**src/core/isc_pkg.sv**
```systemverilog
// Package of constants for the interrupt status combiner
package isc_pkg;
	localparam int          ISC_NCH        = 13;
	localparam int          ISC_NEXT       = 6;
	localparam int          ISC_WDOG_CH    = 12;
	localparam logic [7:0]  ISC_OFS_CFG0   = 8'h00;
	localparam logic [7:0]  ISC_OFS_CFG1   = 8'h04;
	localparam logic [7:0]  ISC_OFS_CLR    = 8'h08;
	localparam logic [7:0]  ISC_OFS_NEN    = 8'h0C;
	localparam logic [7:0]  ISC_OFS_FEN    = 8'h10;
	localparam logic [7:0]  ISC_OFS_NSTAT  = 8'h14;
	localparam logic [7:0]  ISC_OFS_FSTAT  = 8'h18;
	localparam logic [7:0]  ISC_OFS_PEND   = 8'h1C;
	localparam logic [15:0] ISC_CFG0_MASK  = 16'h0FFF;
	localparam logic [7:0]  ISC_CFG1_MASK  = 8'h07;
	localparam logic [15:0] ISC_NEN_MASK   = 16'h0FFF;
	localparam logic [15:0] ISC_FEN_MASK   = 16'h0FFF;
	localparam logic [15:0] ISC_CLR_MASK   = 16'h03FF;
	localparam logic [15:0] ISC_CFG0_RST   = 16'h0000;
	localparam logic [7:0]  ISC_CFG1_RST   = 8'h00;
	localparam logic [15:0] ISC_EN_RST     = 16'h0000;
	localparam int          ISC_CLR_WDOG_BIT = 9;
	localparam int          ISC_CLR_CH8_BIT  = 8;
endpackage : isc_pkg

```
**src/core/isc_chan.sv**
```systemverilog
// One interrupt channel: polarity, trigger mode and edge latch
`timescale 1ns/1ps
module isc_chan (
	input  wire logic sys_clk_i,
	input  wire logic rstn_i,
	input  wire logic req_i,
	input  wire logic edge_i,
	input  wire logic high_i,
	input  wire logic clr_i,
	output logic      pend_o
);
	logic act;
	logic prev_q;
	logic latch_q;
	logic latch_d;
	logic rise;
	logic armed_q;

	assign act  = high_i ? req_i : ~req_i;
	// No edge is seen until prev_q has taken the real level once after reset
	assign rise = act & ~prev_q & armed_q;
	// A new edge in the clear cycle wins over the clear
	assign latch_d = rise | (latch_q & ~clr_i);

	always_ff @(posedge sys_clk_i or negedge rstn_i) begin
		if (!rstn_i) begin
			prev_q  <= 1'b0;
			latch_q <= 1'b0;
			armed_q <= 1'b0;
		end else begin
			armed_q <= 1'b1;
			prev_q  <= act;
			latch_q <= edge_i ? latch_d : 1'b0;
		end
	end

	assign pend_o = edge_i ? latch_q : act;

	chk_edge_hold: assert property (@(posedge sys_clk_i) disable iff (!rstn_i)
		(edge_i && $past(edge_i) && $past(latch_q) && !$past(clr_i)) |-> pend_o)
		else $error("edge latch lost without clear");
	chk_edge_clear: assert property (@(posedge sys_clk_i) disable iff (!rstn_i)
		(edge_i && $past(edge_i) && $past(clr_i) && !$past(rise)) |-> !pend_o)
		else $error("edge latch not cleared");
	chk_level_live: assert property (@(posedge sys_clk_i) disable iff (!rstn_i)
		!edge_i |-> (pend_o == (req_i == high_i)))
		else $error("level pending not live");
endmodule : isc_chan

```
**src/core/isc_sync.sv**
```systemverilog
// Three-stage input synchroniser with agreement filter
`timescale 1ns/1ps
module isc_sync (
	input  wire logic sys_clk_i,
	input  wire logic rstn_i,
	input  wire logic async_i,
	output logic      sync_o
);
	logic s1_q;
	logic s2_q;
	logic s3_q;
	logic out_q;

	always_ff @(posedge sys_clk_i or negedge rstn_i) begin
		if (!rstn_i) begin
			s1_q  <= 1'b0;
			s2_q  <= 1'b0;
			s3_q  <= 1'b0;
			out_q <= 1'b0;
		end else begin
			s1_q <= async_i;
			s2_q <= s1_q;
			s3_q <= s2_q;
			if (s2_q == s3_q) begin
				out_q <= s3_q;
			end
		end
	end

	assign sync_o = out_q;
endmodule : isc_sync

```
**src/core/isc_top.sv**
```systemverilog
// Interrupt status combiner with APB register slave
//
// Chosen here: the APB register port and the placing of the registers.
`timescale 1ns/1ps
module isc_top
	import isc_pkg::*;
(
	input  wire logic                 sys_clk_i,
	input  wire logic                 rstn_i,
	input  wire logic                 psel_i,
	input  wire logic                 penable_i,
	input  wire logic                 pwrite_i,
	input  wire logic [7:0]           paddr_i,
	input  wire logic [31:0]          pwdata_i,
	output logic      [31:0]          prdata_o,
	output logic                      pready_o,
	output logic                      pslverr_o,
	input  wire logic [isc_pkg::ISC_NEXT-1:0] ext_irq_i,
	input  wire logic [2:0]           timer_irq_i,
	input  wire logic [2:0]           serial_irq_i,
	input  wire logic                 watchdog_irq_i,
	output logic                      fast_interrupt_line_o,
	output logic                      normal_interrupt_line_o
);
	import isc_pkg::*;

	logic [15:0]        cfg0_q;
	logic [7:0]         cfg1_q;
	logic [15:0]        nen_q;
	logic [15:0]        fen_q;
	logic [ISC_NCH-1:0] req_raw;
	logic [ISC_NCH-1:0] req;
	logic [ISC_NCH-1:0] edge_sel;
	logic [ISC_NCH-1:0] high_sel;
	logic [ISC_NCH-1:0] clr_ch;
	logic [ISC_NCH-1:0] pend;
	logic [ISC_NCH-1:0] nmask;
	logic [ISC_NCH-1:0] fmask;
	logic [15:0]        normal_interrupt_status;
	logic [15:0]        fast_interrupt_status;
	logic [15:0]        pending_poll;
	logic               acc;
	logic               wr;
	logic               hit;
	logic [15:0]        rd_mux;
	logic [15:0]        edge_clear;

	assign req_raw = {watchdog_irq_i, serial_irq_i, timer_irq_i, ext_irq_i};

	// Pins pass the synchroniser; internal sources are on this clock
	genvar gi;
	generate
		for (gi = 0; gi < ISC_NEXT; gi++) begin : g_sync
			isc_sync u_sync (
				.sys_clk_i (sys_clk_i),
				.rstn_i    (rstn_i),
				.async_i   (ext_irq_i[gi]),
				.sync_o    (req[gi])
			);
		end
	endgenerate
	assign req[ISC_NCH-1:ISC_NEXT] = req_raw[ISC_NCH-1:ISC_NEXT];

	// Trigger and polarity per channel group; pins set by cfg0_q, timer polarity by cfg1_q
	assign edge_sel = {1'b1, 3'b000, 3'b111,
		cfg0_q[11], cfg0_q[9], cfg0_q[7], cfg0_q[5], cfg0_q[3], cfg0_q[1]};
	assign high_sel = {1'b1, 3'b111, cfg1_q[2:0],
		cfg0_q[10], cfg0_q[8], cfg0_q[6], cfg0_q[4], cfg0_q[2], cfg0_q[0]};

	// APB decode, zero-wait slave
	assign acc = psel_i & penable_i;
	assign wr  = acc & pwrite_i;
	assign hit = (paddr_i[1:0] == 2'b00) && (paddr_i <= ISC_OFS_PEND);
	assign pready_o  = 1'b1;
	assign pslverr_o = acc & ~hit;

	assign edge_clear = (wr && paddr_i == ISC_OFS_CLR) ? (pwdata_i[15:0] & ISC_CLR_MASK)
		: 16'h0000;
	assign clr_ch = {edge_clear[ISC_CLR_WDOG_BIT], 3'b000,
		edge_clear[ISC_CLR_CH8_BIT:0]};

	generate
		for (gi = 0; gi < ISC_NCH; gi++) begin : g_chan
			isc_chan u_chan (
				.sys_clk_i (sys_clk_i),
				.rstn_i    (rstn_i),
				.req_i     (req[gi]),
				.edge_i    (edge_sel[gi]),
				.high_i    (high_sel[gi]),
				.clr_i     (clr_ch[gi]),
				.pend_o    (pend[gi])
			);
		end
	endgenerate

	always_ff @(posedge sys_clk_i or negedge rstn_i) begin
		if (!rstn_i) begin
			cfg0_q <= ISC_CFG0_RST;
			cfg1_q <= ISC_CFG1_RST;
			nen_q  <= ISC_EN_RST;
			fen_q  <= ISC_EN_RST;
		end else if (wr) begin
			// Status and pending offsets fall through: writes ignored
			case (paddr_i)
				ISC_OFS_CFG0: cfg0_q <= pwdata_i[15:0] & ISC_CFG0_MASK;
				ISC_OFS_CFG1: cfg1_q <= pwdata_i[7:0] & ISC_CFG1_MASK;
				ISC_OFS_NEN:  nen_q  <= pwdata_i[15:0] & ISC_NEN_MASK;
				ISC_OFS_FEN:  fen_q  <= pwdata_i[15:0] & ISC_FEN_MASK;
				default: ;
			endcase
		end
	end

	// Masks; channel 12 forced onto the fast line, never the normal one
	assign nmask = {1'b0, nen_q[11:0]};
	assign fmask = {1'b1, fen_q[11:0]};

	assign pending_poll            = {3'b000, pend};
	assign normal_interrupt_status = {3'b000, pend & nmask};
	assign fast_interrupt_status   = {3'b000, pend & fmask};

	// Plain OR, no ranking; the core ranks the two lines itself
	assign fast_interrupt_line_o   = |fast_interrupt_status;
	assign normal_interrupt_line_o = |normal_interrupt_status;

	always_comb begin
		rd_mux = 16'h0000;
		case (paddr_i)
			ISC_OFS_CFG0:  rd_mux = cfg0_q;
			ISC_OFS_CFG1:  rd_mux = {8'h00, cfg1_q};
			ISC_OFS_NEN:   rd_mux = nen_q;
			ISC_OFS_FEN:   rd_mux = fen_q;
			ISC_OFS_NSTAT: rd_mux = normal_interrupt_status;
			ISC_OFS_FSTAT: rd_mux = fast_interrupt_status;
			ISC_OFS_PEND:  rd_mux = pending_poll;
			default:       rd_mux = 16'h0000;
		endcase
	end
	assign prdata_o = (acc && !pwrite_i) ? {16'h0000, rd_mux} : 32'h0000_0000;

	chk_wdog_fast: assert property (@(posedge sys_clk_i) disable iff (!rstn_i)
		pend[ISC_WDOG_CH] |-> fast_interrupt_line_o && fast_interrupt_status[12])
		else $error("watchdog not on fast line");
	chk_norm_status: assert property (@(posedge sys_clk_i) disable iff (!rstn_i)
		normal_interrupt_status[11:0] == (pending_poll[11:0] & nen_q[11:0]))
		else $error("normal status mismatch");
	chk_fast_status: assert property (@(posedge sys_clk_i) disable iff (!rstn_i)
		fast_interrupt_status[11:0] == (pending_poll[11:0] & fen_q[11:0]))
		else $error("fast status mismatch");
	chk_norm_nowdog: assert property (@(posedge sys_clk_i) disable iff (!rstn_i)
		normal_interrupt_status[15:12] == 4'h0)
		else $error("normal status shows watchdog");
	chk_pend_upper: assert property (@(posedge sys_clk_i) disable iff (!rstn_i)
		pending_poll[15:13] == 3'b000 && fast_interrupt_status[15:13] == 3'b000)
		else $error("reserved bits set");
	chk_line_or: assert property (@(posedge sys_clk_i) disable iff (!rstn_i)
		normal_interrupt_line_o == ((pend[11:0] & nen_q[11:0]) != 12'h000))
		else $error("normal line not OR of status");
	chk_ro_write: assert property (@(posedge sys_clk_i) disable iff (!rstn_i)
		(wr && paddr_i == ISC_OFS_NSTAT) |=> ($stable(nen_q) && $stable(fen_q)
		&& $stable(cfg0_q)))
		else $error("status write changed state");
	chk_serial_level: assert property (@(posedge sys_clk_i) disable iff (!rstn_i)
		pend[11:9] == serial_irq_i)
		else $error("serial channel not level high");
	chk_timer_clear: assert property (@(posedge sys_clk_i) disable iff (!rstn_i)
		(clr_ch[6] && !pend[6]) |=> !pend[6] || (timer_irq_i[0] == cfg1_q[0]))
		else $error("timer clear failed");
	chk_pready_high: assert property (@(posedge sys_clk_i) disable iff (!rstn_i)
		pready_o)
		else $error("slave inserted a wait state");
	chk_rdata_idle: assert property (@(posedge sys_clk_i) disable iff (!rstn_i)
		!(psel_i && penable_i && !pwrite_i) |-> (prdata_o == 32'h0000_0000))
		else $error("read data outside read access");
	chk_fast_or: assert property (@(posedge sys_clk_i) disable iff (!rstn_i)
		fast_interrupt_line_o == (fast_interrupt_status != 16'h0000))
		else $error("fast line not OR of status");
endmodule : isc_top

```
**config.mk**
```make
export PLATFORM = sky130hd
export DESIGN_NAME = isc_top
export DESIGN_NICKNAME = d
export VERILOG_FILES = /design/src/core/isc_pkg.sv /design/src/core/isc_chan.sv /design/src/core/isc_sync.sv /design/src/core/isc_top.sv
export SDC_FILE = /design/constraint.sdc
export NUM_CORES = 1
export LEC_CHECK = 0
export BUFFER_PORTS_ARGS = -buffer_cell sky130_fd_sc_hd__buf_4
export CORE_MARGIN = 10
export CORE_UTILIZATION = 50
export DETAILED_ROUTE_END_ITERATION = 16
export PLACE_DENSITY = 0.73
export SYNTH_ARGS = -nofsm -noshare
export SYNTH_HDL_FRONTEND = slang
export SYNTH_HIERARCHICAL = 1
export SYNTH_SLANG_ARGS = --single-unit
export TNS_END_PERCENT = 1
```
**constraint.sdc**
```tcl
create_clock -name sys_clk_i -period 2.6 [get_ports sys_clk_i]
set_input_delay 0.39 -clock sys_clk_i [delete_from_list [all_inputs] [get_ports sys_clk_i]]
set_output_delay 0.39 -clock sys_clk_i [all_outputs]
set_load 0.02 [all_outputs]
```
======== Yosys cells after proc, flatten, opt, wreduce, memory -nomap -nowiden ========
Index checks and enable logic that the tools add are counted.
storage, ports and cells
  input port bits ......................... 58
  output and inout bits ................... 36
  flip-flop bits (word level) ............. 84
cells by class
  bitwise gates (word level) .............. 75
  magnitude comparators ................... 1
  multiplexer cells ....................... 24
  equality and inequality tests ........... 13
  reductions and logical operators ........ 12
operator list
  operator                                             count
  case mux 13 bit (7 select lines)                     1
  bitwise AND 1 bit                                    33
  equality test 8 x 5 -> 1 bit, second input constant  4
  NOT 1 bit                                            30
  OR reduction 13 bit                                  2
  two-way mux 1 bit                                    21
  equality test 8 x 4 -> 1 bit, second input constant  2
  two-way mux 16 bit                                   1
  bitwise AND 13 x 12 -> 13 bit                        1
  bitwise AND 13 bit                                   1
  two-way mux 10 bit                                   1
  bitwise OR 1 bit                                     10
  equality test 8 x 3 -> 1 bit, second input constant  1
  <= comparator 8 x 5 -> 1 bit, second input constant  1
  logical NOT 8 bit                                    1
  AND reduction 2 bit                                  4
  equality test 1 bit                                  6
  logical AND 1 bit                                    3
  logical NOT 2 bit                                    1
  logical NOT 1 bit                                    1

======== Depth between registers and ports, before layout ========
  depth in word-level cells ............... 8
  depth in mapped cells ................... 9
  gate-level depth less buffers ........... 6

======== Cells and area by module ========
Netlist, hierarchy kept.
modules (own cells, without submodules)
  module    times used  area an instance (um^2)  seq. area each (um^2)  cells an instance
  isc_top   1           2539.9                   975.9                  244
  isc_chan  13          123.9                    75.1                   11
  isc_sync  6           111.4                    100.1                  5

======== Worst setup path before layout ========
Ideal clock, no wire load.
  kind .................................... in2out
  from .................................... input port paddr_i[7]
  to ...................................... output port prdata_o[6]
  data required time ...................... 2.210 ns
  buffers on the path ..................... 1
  stages on the path ...................... 5
  setup slack ............................. 0.193 ns
  arrival ................................. 2.017 ns
  path through ............................ or3_1 buf_2 nor3_4 or4b_2 a21oi_1
on the way
  word-level cells in the longest chain between the ends .. 3
  elaborated cells on any way between the ends .. 9
  those cells by class .................... eq/ne (6); mux (2); reduce/logical (1)
RTL lines
  item                                                  RTL line        text
  start: declaration                                    isc_top.sv:13   input wire logic [7:0] paddr_i,
  equality test 8 x 5 -> 1 bit (tied with other cells)  isc_top.sv:128  case (paddr_i)
  case mux 13 bit (7 select lines) (*)                  isc_top.sv:128
  two-way mux 16 bit (*)                                isc_top.sv:139  assign prdata_o = (acc && !pwrite_i) ? {16'h0000, rd_mux} : 32'h0000_0000;
  end: declaration                                      isc_top.sv:15   output logic [31:0] prdata_o,
Mark *: on every way between the ends. The rest lies on a longest branch, timed or not.

======== Final worst setup path ========
  from .................................... register cfg0_q[10]
  to ...................................... output port normal_interrupt_line_o
on the way
  word-level cells in the longest chain between the ends .. 4
RTL lines
  item                           RTL line        text
  start: declaration             isc_top.sv:27   logic [15:0] cfg0_q;
  start signal: assignment       isc_top.sv:105  ISC_OFS_CFG0: cfg0_q <= pwdata_i[15:0] & ISC_CFG0_MASK;
  two-way mux 1 bit              isc_chan.sv:19  assign act = high_i ? req_i : ~req_i;
  two-way mux 1 bit              isc_chan.sv:37  assign pend_o = edge_i ? latch_q : act;
  net pend[5]                    isc_top.sv:36   logic [ISC_NCH-1:0] pend;
  bitwise AND 13 x 12 -> 13 bit  isc_top.sv:119  assign normal_interrupt_status = {3'b000, pend & nmask};
  OR reduction 13 bit            isc_top.sv:124  assign normal_interrupt_line_o = |normal_interrupt_status;
  end: declaration               isc_top.sv:23   output logic normal_interrupt_line_o
The timed path passes the listed nets, and every way through them passes these cells.

==> Implementation_results.wiki <==
{| class="wikitable"
! Metric !! Value
|-
| Status || finished clean
|-
| Nets@finish || about 570
|-
| Critical path destination || normal_interrupt_line_o
|-
| Die Y || 118 µm
|-
| Share of synthesized registers carrying an async set or reset || between 90% and 100%
|-
| Maximum resistive drop on vdd || approximately 0.32 mV
|-
| Clock transition at the register clock pins on the worst setup and hold paths after CTS || about 90 ps
|-
| Internal reg-to-reg setup slack || around 1600 ps
|-
| CP peak stage delay || 430 ps
|-
| Global-route usage over all layers || roughly 16%
|-
| Area of the die || between 10000 and 15000 µm²
|-
| RD Place Congestion || just over 0.9
|-
| CTS tree || done
|-
| Clock insertion delay at the later pin of the skew report || 360 ps
|-
| Number of placement rows || 35
|-
| Floorplan core area || between 9000 and 10000 µm²
|-
| RSZ-0062 raised after global routing || no
|-
| Data arrival time of the worst path || about 2100 ps
|-
| Count of warnings emitted by yosys || 6
|-
| Logic depth of the worst register-to-register path || 3
|-
| Post-Synth XOR/XNOR Area || under 10%
|-
| Cells after synthesis || approximately 420
|-
| Largest net degree at the start of global routing || 70
|-
| Antenna violations before repair || 0
|-
| Layout area overhead || 18.9%
|-
| Mean cell area of the mapped netlist || 11.6 µm²
|-
| Share of layout cells above drive strength 1 || a little under a third
|-
| Sequential element share of the synthesized area || between 50% and 60%
|-
| Ant. Diodes || 0
|-
| Prevailing post-synth register cell || sky130_fd_sc_hd__dfrtp_1
|-
| Power Dens Cells || ~520 nW/µm²
|-
| I/O pin total || 94
|-
| Non-filler instance count after layout || 647
|-
| Worst R2R End || g_chan[3].u_chan/latch_q$_DFF_PN0_
|-
| Critical Path Start Type || flop
|-
| Max-capacitance violation count || 0
|-
| Share of synthesized cell area in full adder, half adder and majority cells || under 10%
|-
| Root buffer selected by CTS || sky130_fd_sc_hd__clkbuf_8
|-
| Area share of and/or/nand/nor cells after synthesis || between 10% and 20%
|-
| Cells along the critical path || xor2_2 > o21ai_1 > a22o_1 > a221oi_1 > nand3_1 > buf_4
|-
| Max Clock Freq || about 400 MHz
|-
| Vias in the first global route || 3496
|-
| Max-slew headroom || between 60% and 70%
|-
| Setup violators final || 0
|-
| Vias || between 3000 and 4000
|-
| Sum of negative setup slack || 0 ps
|-
| DRT iter0 DRCs || ~190
|-
| Final period utilization || just under 100%
|-
| Reg-to-reg startpoint || cfg0_q[6]$_DFFE_PN0P_
|-
| Buffer levels on the longest clock path || 2
|-
| Dominant combinational cell family by area after synthesis || compound AO/OA/AOI/OAI gates
|-
| Global route total overflow || 0
|-
| Critical setup path kind || flop to output pin
|-
| Mux cell area share after synthesis || a little over a tenth
|-
| First drt pass iteration count || 4
|-
| Synth Register Bits || 102
|-
| Synthesized-area fraction occupied by ao, oa, aoi and oai cells || about 14%
|-
| Clk sink count || 102
|-
| Crit. Startpoint || cfg0_q[10]$_DFFE_PN0P_
|-
| Initial core utilization || between 50% and 60%
|-
| Final setup skew || just over 8 ps
|-
| Global-route wire length before repair || approximately 18 mm
|-
| Count of input and output buffers || 53
|-
| DRC violations left || 0
|-
| Pleak || approximately 2.8 nW
|-
| Min-delay worst type || input pin to flop
|-
| Largest fanout on the critical path || 3
|-
| Sort of element at the end of the critical path || output pin
|-
| Fin crit period || roughly 2500 ps
|-
| Data required, critical path || roughly 2200 ps
|-
| Number of CTS-inserted buffers || 9
|-
| Max-slew violations || 0
|-
| Number of hold violations in the final report || 0
|-
| HPWL after detailed placement || ~8.3 mm
|-
| Number of synthesized flops with an enable pin || 0
|-
| Fillers || between 700 and 800
|-
| Cell count after placement || between 600 and 700
|-
| Slowest stage cell on the critical path || sky130_fd_sc_hd__dfrtp_1
|-
| Average vias per placed instance || roughly 5.2
|-
| Post-DR wirelength/cell || about 17 µm
|-
| Die X-Extent || ~120 µm
|-
| Number of different library cells in the post-synthesis netlist || ~50
|-
| Number of nets with antenna violations after routing || 0
|-
| Cell area after synthesis || 4820 µm²
|-
| CTS H-tree depth || 3
|-
| Worst-margin pin slew || 543 ps
|-
| Total detailed-routing wirelength || between 10 and 15 mm
|}
logic make-up after synthesis:
| logic type | Yosys count |
|---|---|
| flip-flops | 102 |
| AND/OR/NAND/NOR | 102 |
| AO/OA/AOI/OAI | 86 |
| buffers and inverters | 50 |
| multiplexers | 43 |
| other | 15 |
| XOR/XNOR | 13 |
| adder cells (fa/ha/maj) | 6 |
cell usage in the layout (no fill, tap or decap), drive strengths merged, types with 2 or more instances in the layout:
cell and n:
dfrtp 102, conb 68, buf 68, mux2 40, nand2 38, o21ai 16, inv 15, nand3b 15
o31ai 13, xor2 13, and2 12, a22o 12, a21oi 12, clkbuf 10, nor2 10, nand3 9
o21a 7, o221ai 6, maj3 6, a221oi 5, and3 4, nor3 4, mux2i 3, clkinv 3
or3 2, a22oi 2, a31oi 2, nand4 2, nor2b 2
registers in the layout (all words and copies together) (netlist names):
| register | flops |
|---|---|
| g_chan.u_chan/armed_q | 13 |
| g_chan.u_chan/latch_q | 13 |
| g_chan.u_chan/prev_q | 13 |
| cfg0_q | 12 |
| fen_q | 12 |
| nen_q | 12 |
| g_sync.u_sync/s1_q | 6 |
| g_sync.u_sync/s2_q | 6 |
| g_sync.u_sync/s3_q | 6 |
| g_sync.u_sync/sync_o | 6 |
| cfg1_q | 3 |
final cells by class:
cell class                      count  area, µm²  share of cell area [%]
Clock buffer                       10        138                    2.40
Tap cell                          129        161                    2.82
Inverter                           15       56.3                   0.983
Multi-Input combinational cell    318       2240                    39.1
Clock inverter                      4       48.8                   0.852
Timing Repair Buffer               69        533                    9.31
Sequential cell                   102       2550                    44.6
what timing repair did:
| action | CTS | global route |
|---|---|---|
| hold endpoints to repair | 33 | 0 |
| pin swaps | 0 | 2 |
| hold buffers | 1 | 0 |
| gates resized for setup | 3 | 11 |
| setup endpoints to repair | 3 | 5 |
| buffers inserted | 0 | 0 |
power by group:
group          total [mW]  internal [mW]  switching, mW  leakage (nW)
clock network       0.962          0.459          0.502        0.0980
logic               0.318          0.117          0.201          1.35
registers            1.69           1.65         0.0410          1.30
metal layers:
metal  up-vias  global-route usage (%)  part of all wire, %
met2       129                    25.1                   48
met3        14                    5.09                  8.1
met1      1653                    19.7                   42
met4         0                    5.49                  2.0
li1       1574                       -                    -
met5         -                       0                    0
stage by stage:
stage	utilization, %	power, mW	hold slack [ps]	setup WS (ps)	area, µm²
finish	61.4	2.97	132	102	5730
CTS	60.9	3.00	119	-37.7	5680
floorplan	-	1.90	94.4	193	5020
global placement	58.8	2.02	331	147	5490
global route	61.4	3.12	116	24.6	5730
detailed placement	58.8	2.03	336	159	5490
worst min path at each step:
stage                     depth (start not counted)                               to  slack (ps)                       startpoint
after floorplan                                   0            cfg0_q[0]$_DFFE_PN0P_          90                           rstn_i
after global placement                            0  g_sync[3].u_sync/s2_q$_DFF_PN0_         330  g_sync[3].u_sync/s1_q$_DFF_PN0_
after detailed placement                          0  g_sync[3].u_sync/s2_q$_DFF_PN0_         340  g_sync[3].u_sync/s1_q$_DFF_PN0_
after CTS                                         1  g_sync[5].u_sync/s1_q$_DFF_PN0_         120                     ext_irq_i[5]
after global routing                              1  g_sync[5].u_sync/s1_q$_DFF_PN0_         120                     ext_irq_i[5]
final                                             1  g_sync[5].u_sync/s1_q$_DFF_PN0_         130                     ext_irq_i[5]
synth_stat cells (5+ instances only):
cell                       number  area, µm²
sky130_fd_sc_hd__dfrtp_1      102       2550
sky130_fd_sc_hd__nand2_1       38        143
sky130_fd_sc_hd__mux2_2        30        338
sky130_fd_sc_hd__buf_4         20        150
sky130_fd_sc_hd__o21ai_0       16       80.1
sky130_fd_sc_hd__conb_1        15       56.3
sky130_fd_sc_hd__inv_1         15       56.3
sky130_fd_sc_hd__nand3b_1      15        113
sky130_fd_sc_hd__o31ai_2       13        163
sky130_fd_sc_hd__xor2_1        13        114
sky130_fd_sc_hd__a21oi_1       12       60.1
sky130_fd_sc_hd__a22o_1        12        105
sky130_fd_sc_hd__and2_1        12       75.1
sky130_fd_sc_hd__clkbuf_1      11       41.3
sky130_fd_sc_hd__mux2_4        10        150
sky130_fd_sc_hd__nand3_1        9       45.0
sky130_fd_sc_hd__nor2_1         9       33.8
sky130_fd_sc_hd__o21a_1         7       52.6
sky130_fd_sc_hd__maj3_2         6       67.6
sky130_fd_sc_hd__o221ai_1       6       52.6
sky130_fd_sc_hd__a221oi_1       5       43.8
worst max-delay path, delay by kind of cell, from the launching register on:
| family | cells | cell delay, ps |
|---|---|---|
| AOI/OAI and AO/OA | 3 | 720 |
| DFF | 1 | 430 |
| xor gates and xnor gates | 1 | 240 |
| buffers and inverters | 1 | 190 |
| and+or+nand+nor | 1 | 170 |
(Power assumes the default switching activity.)
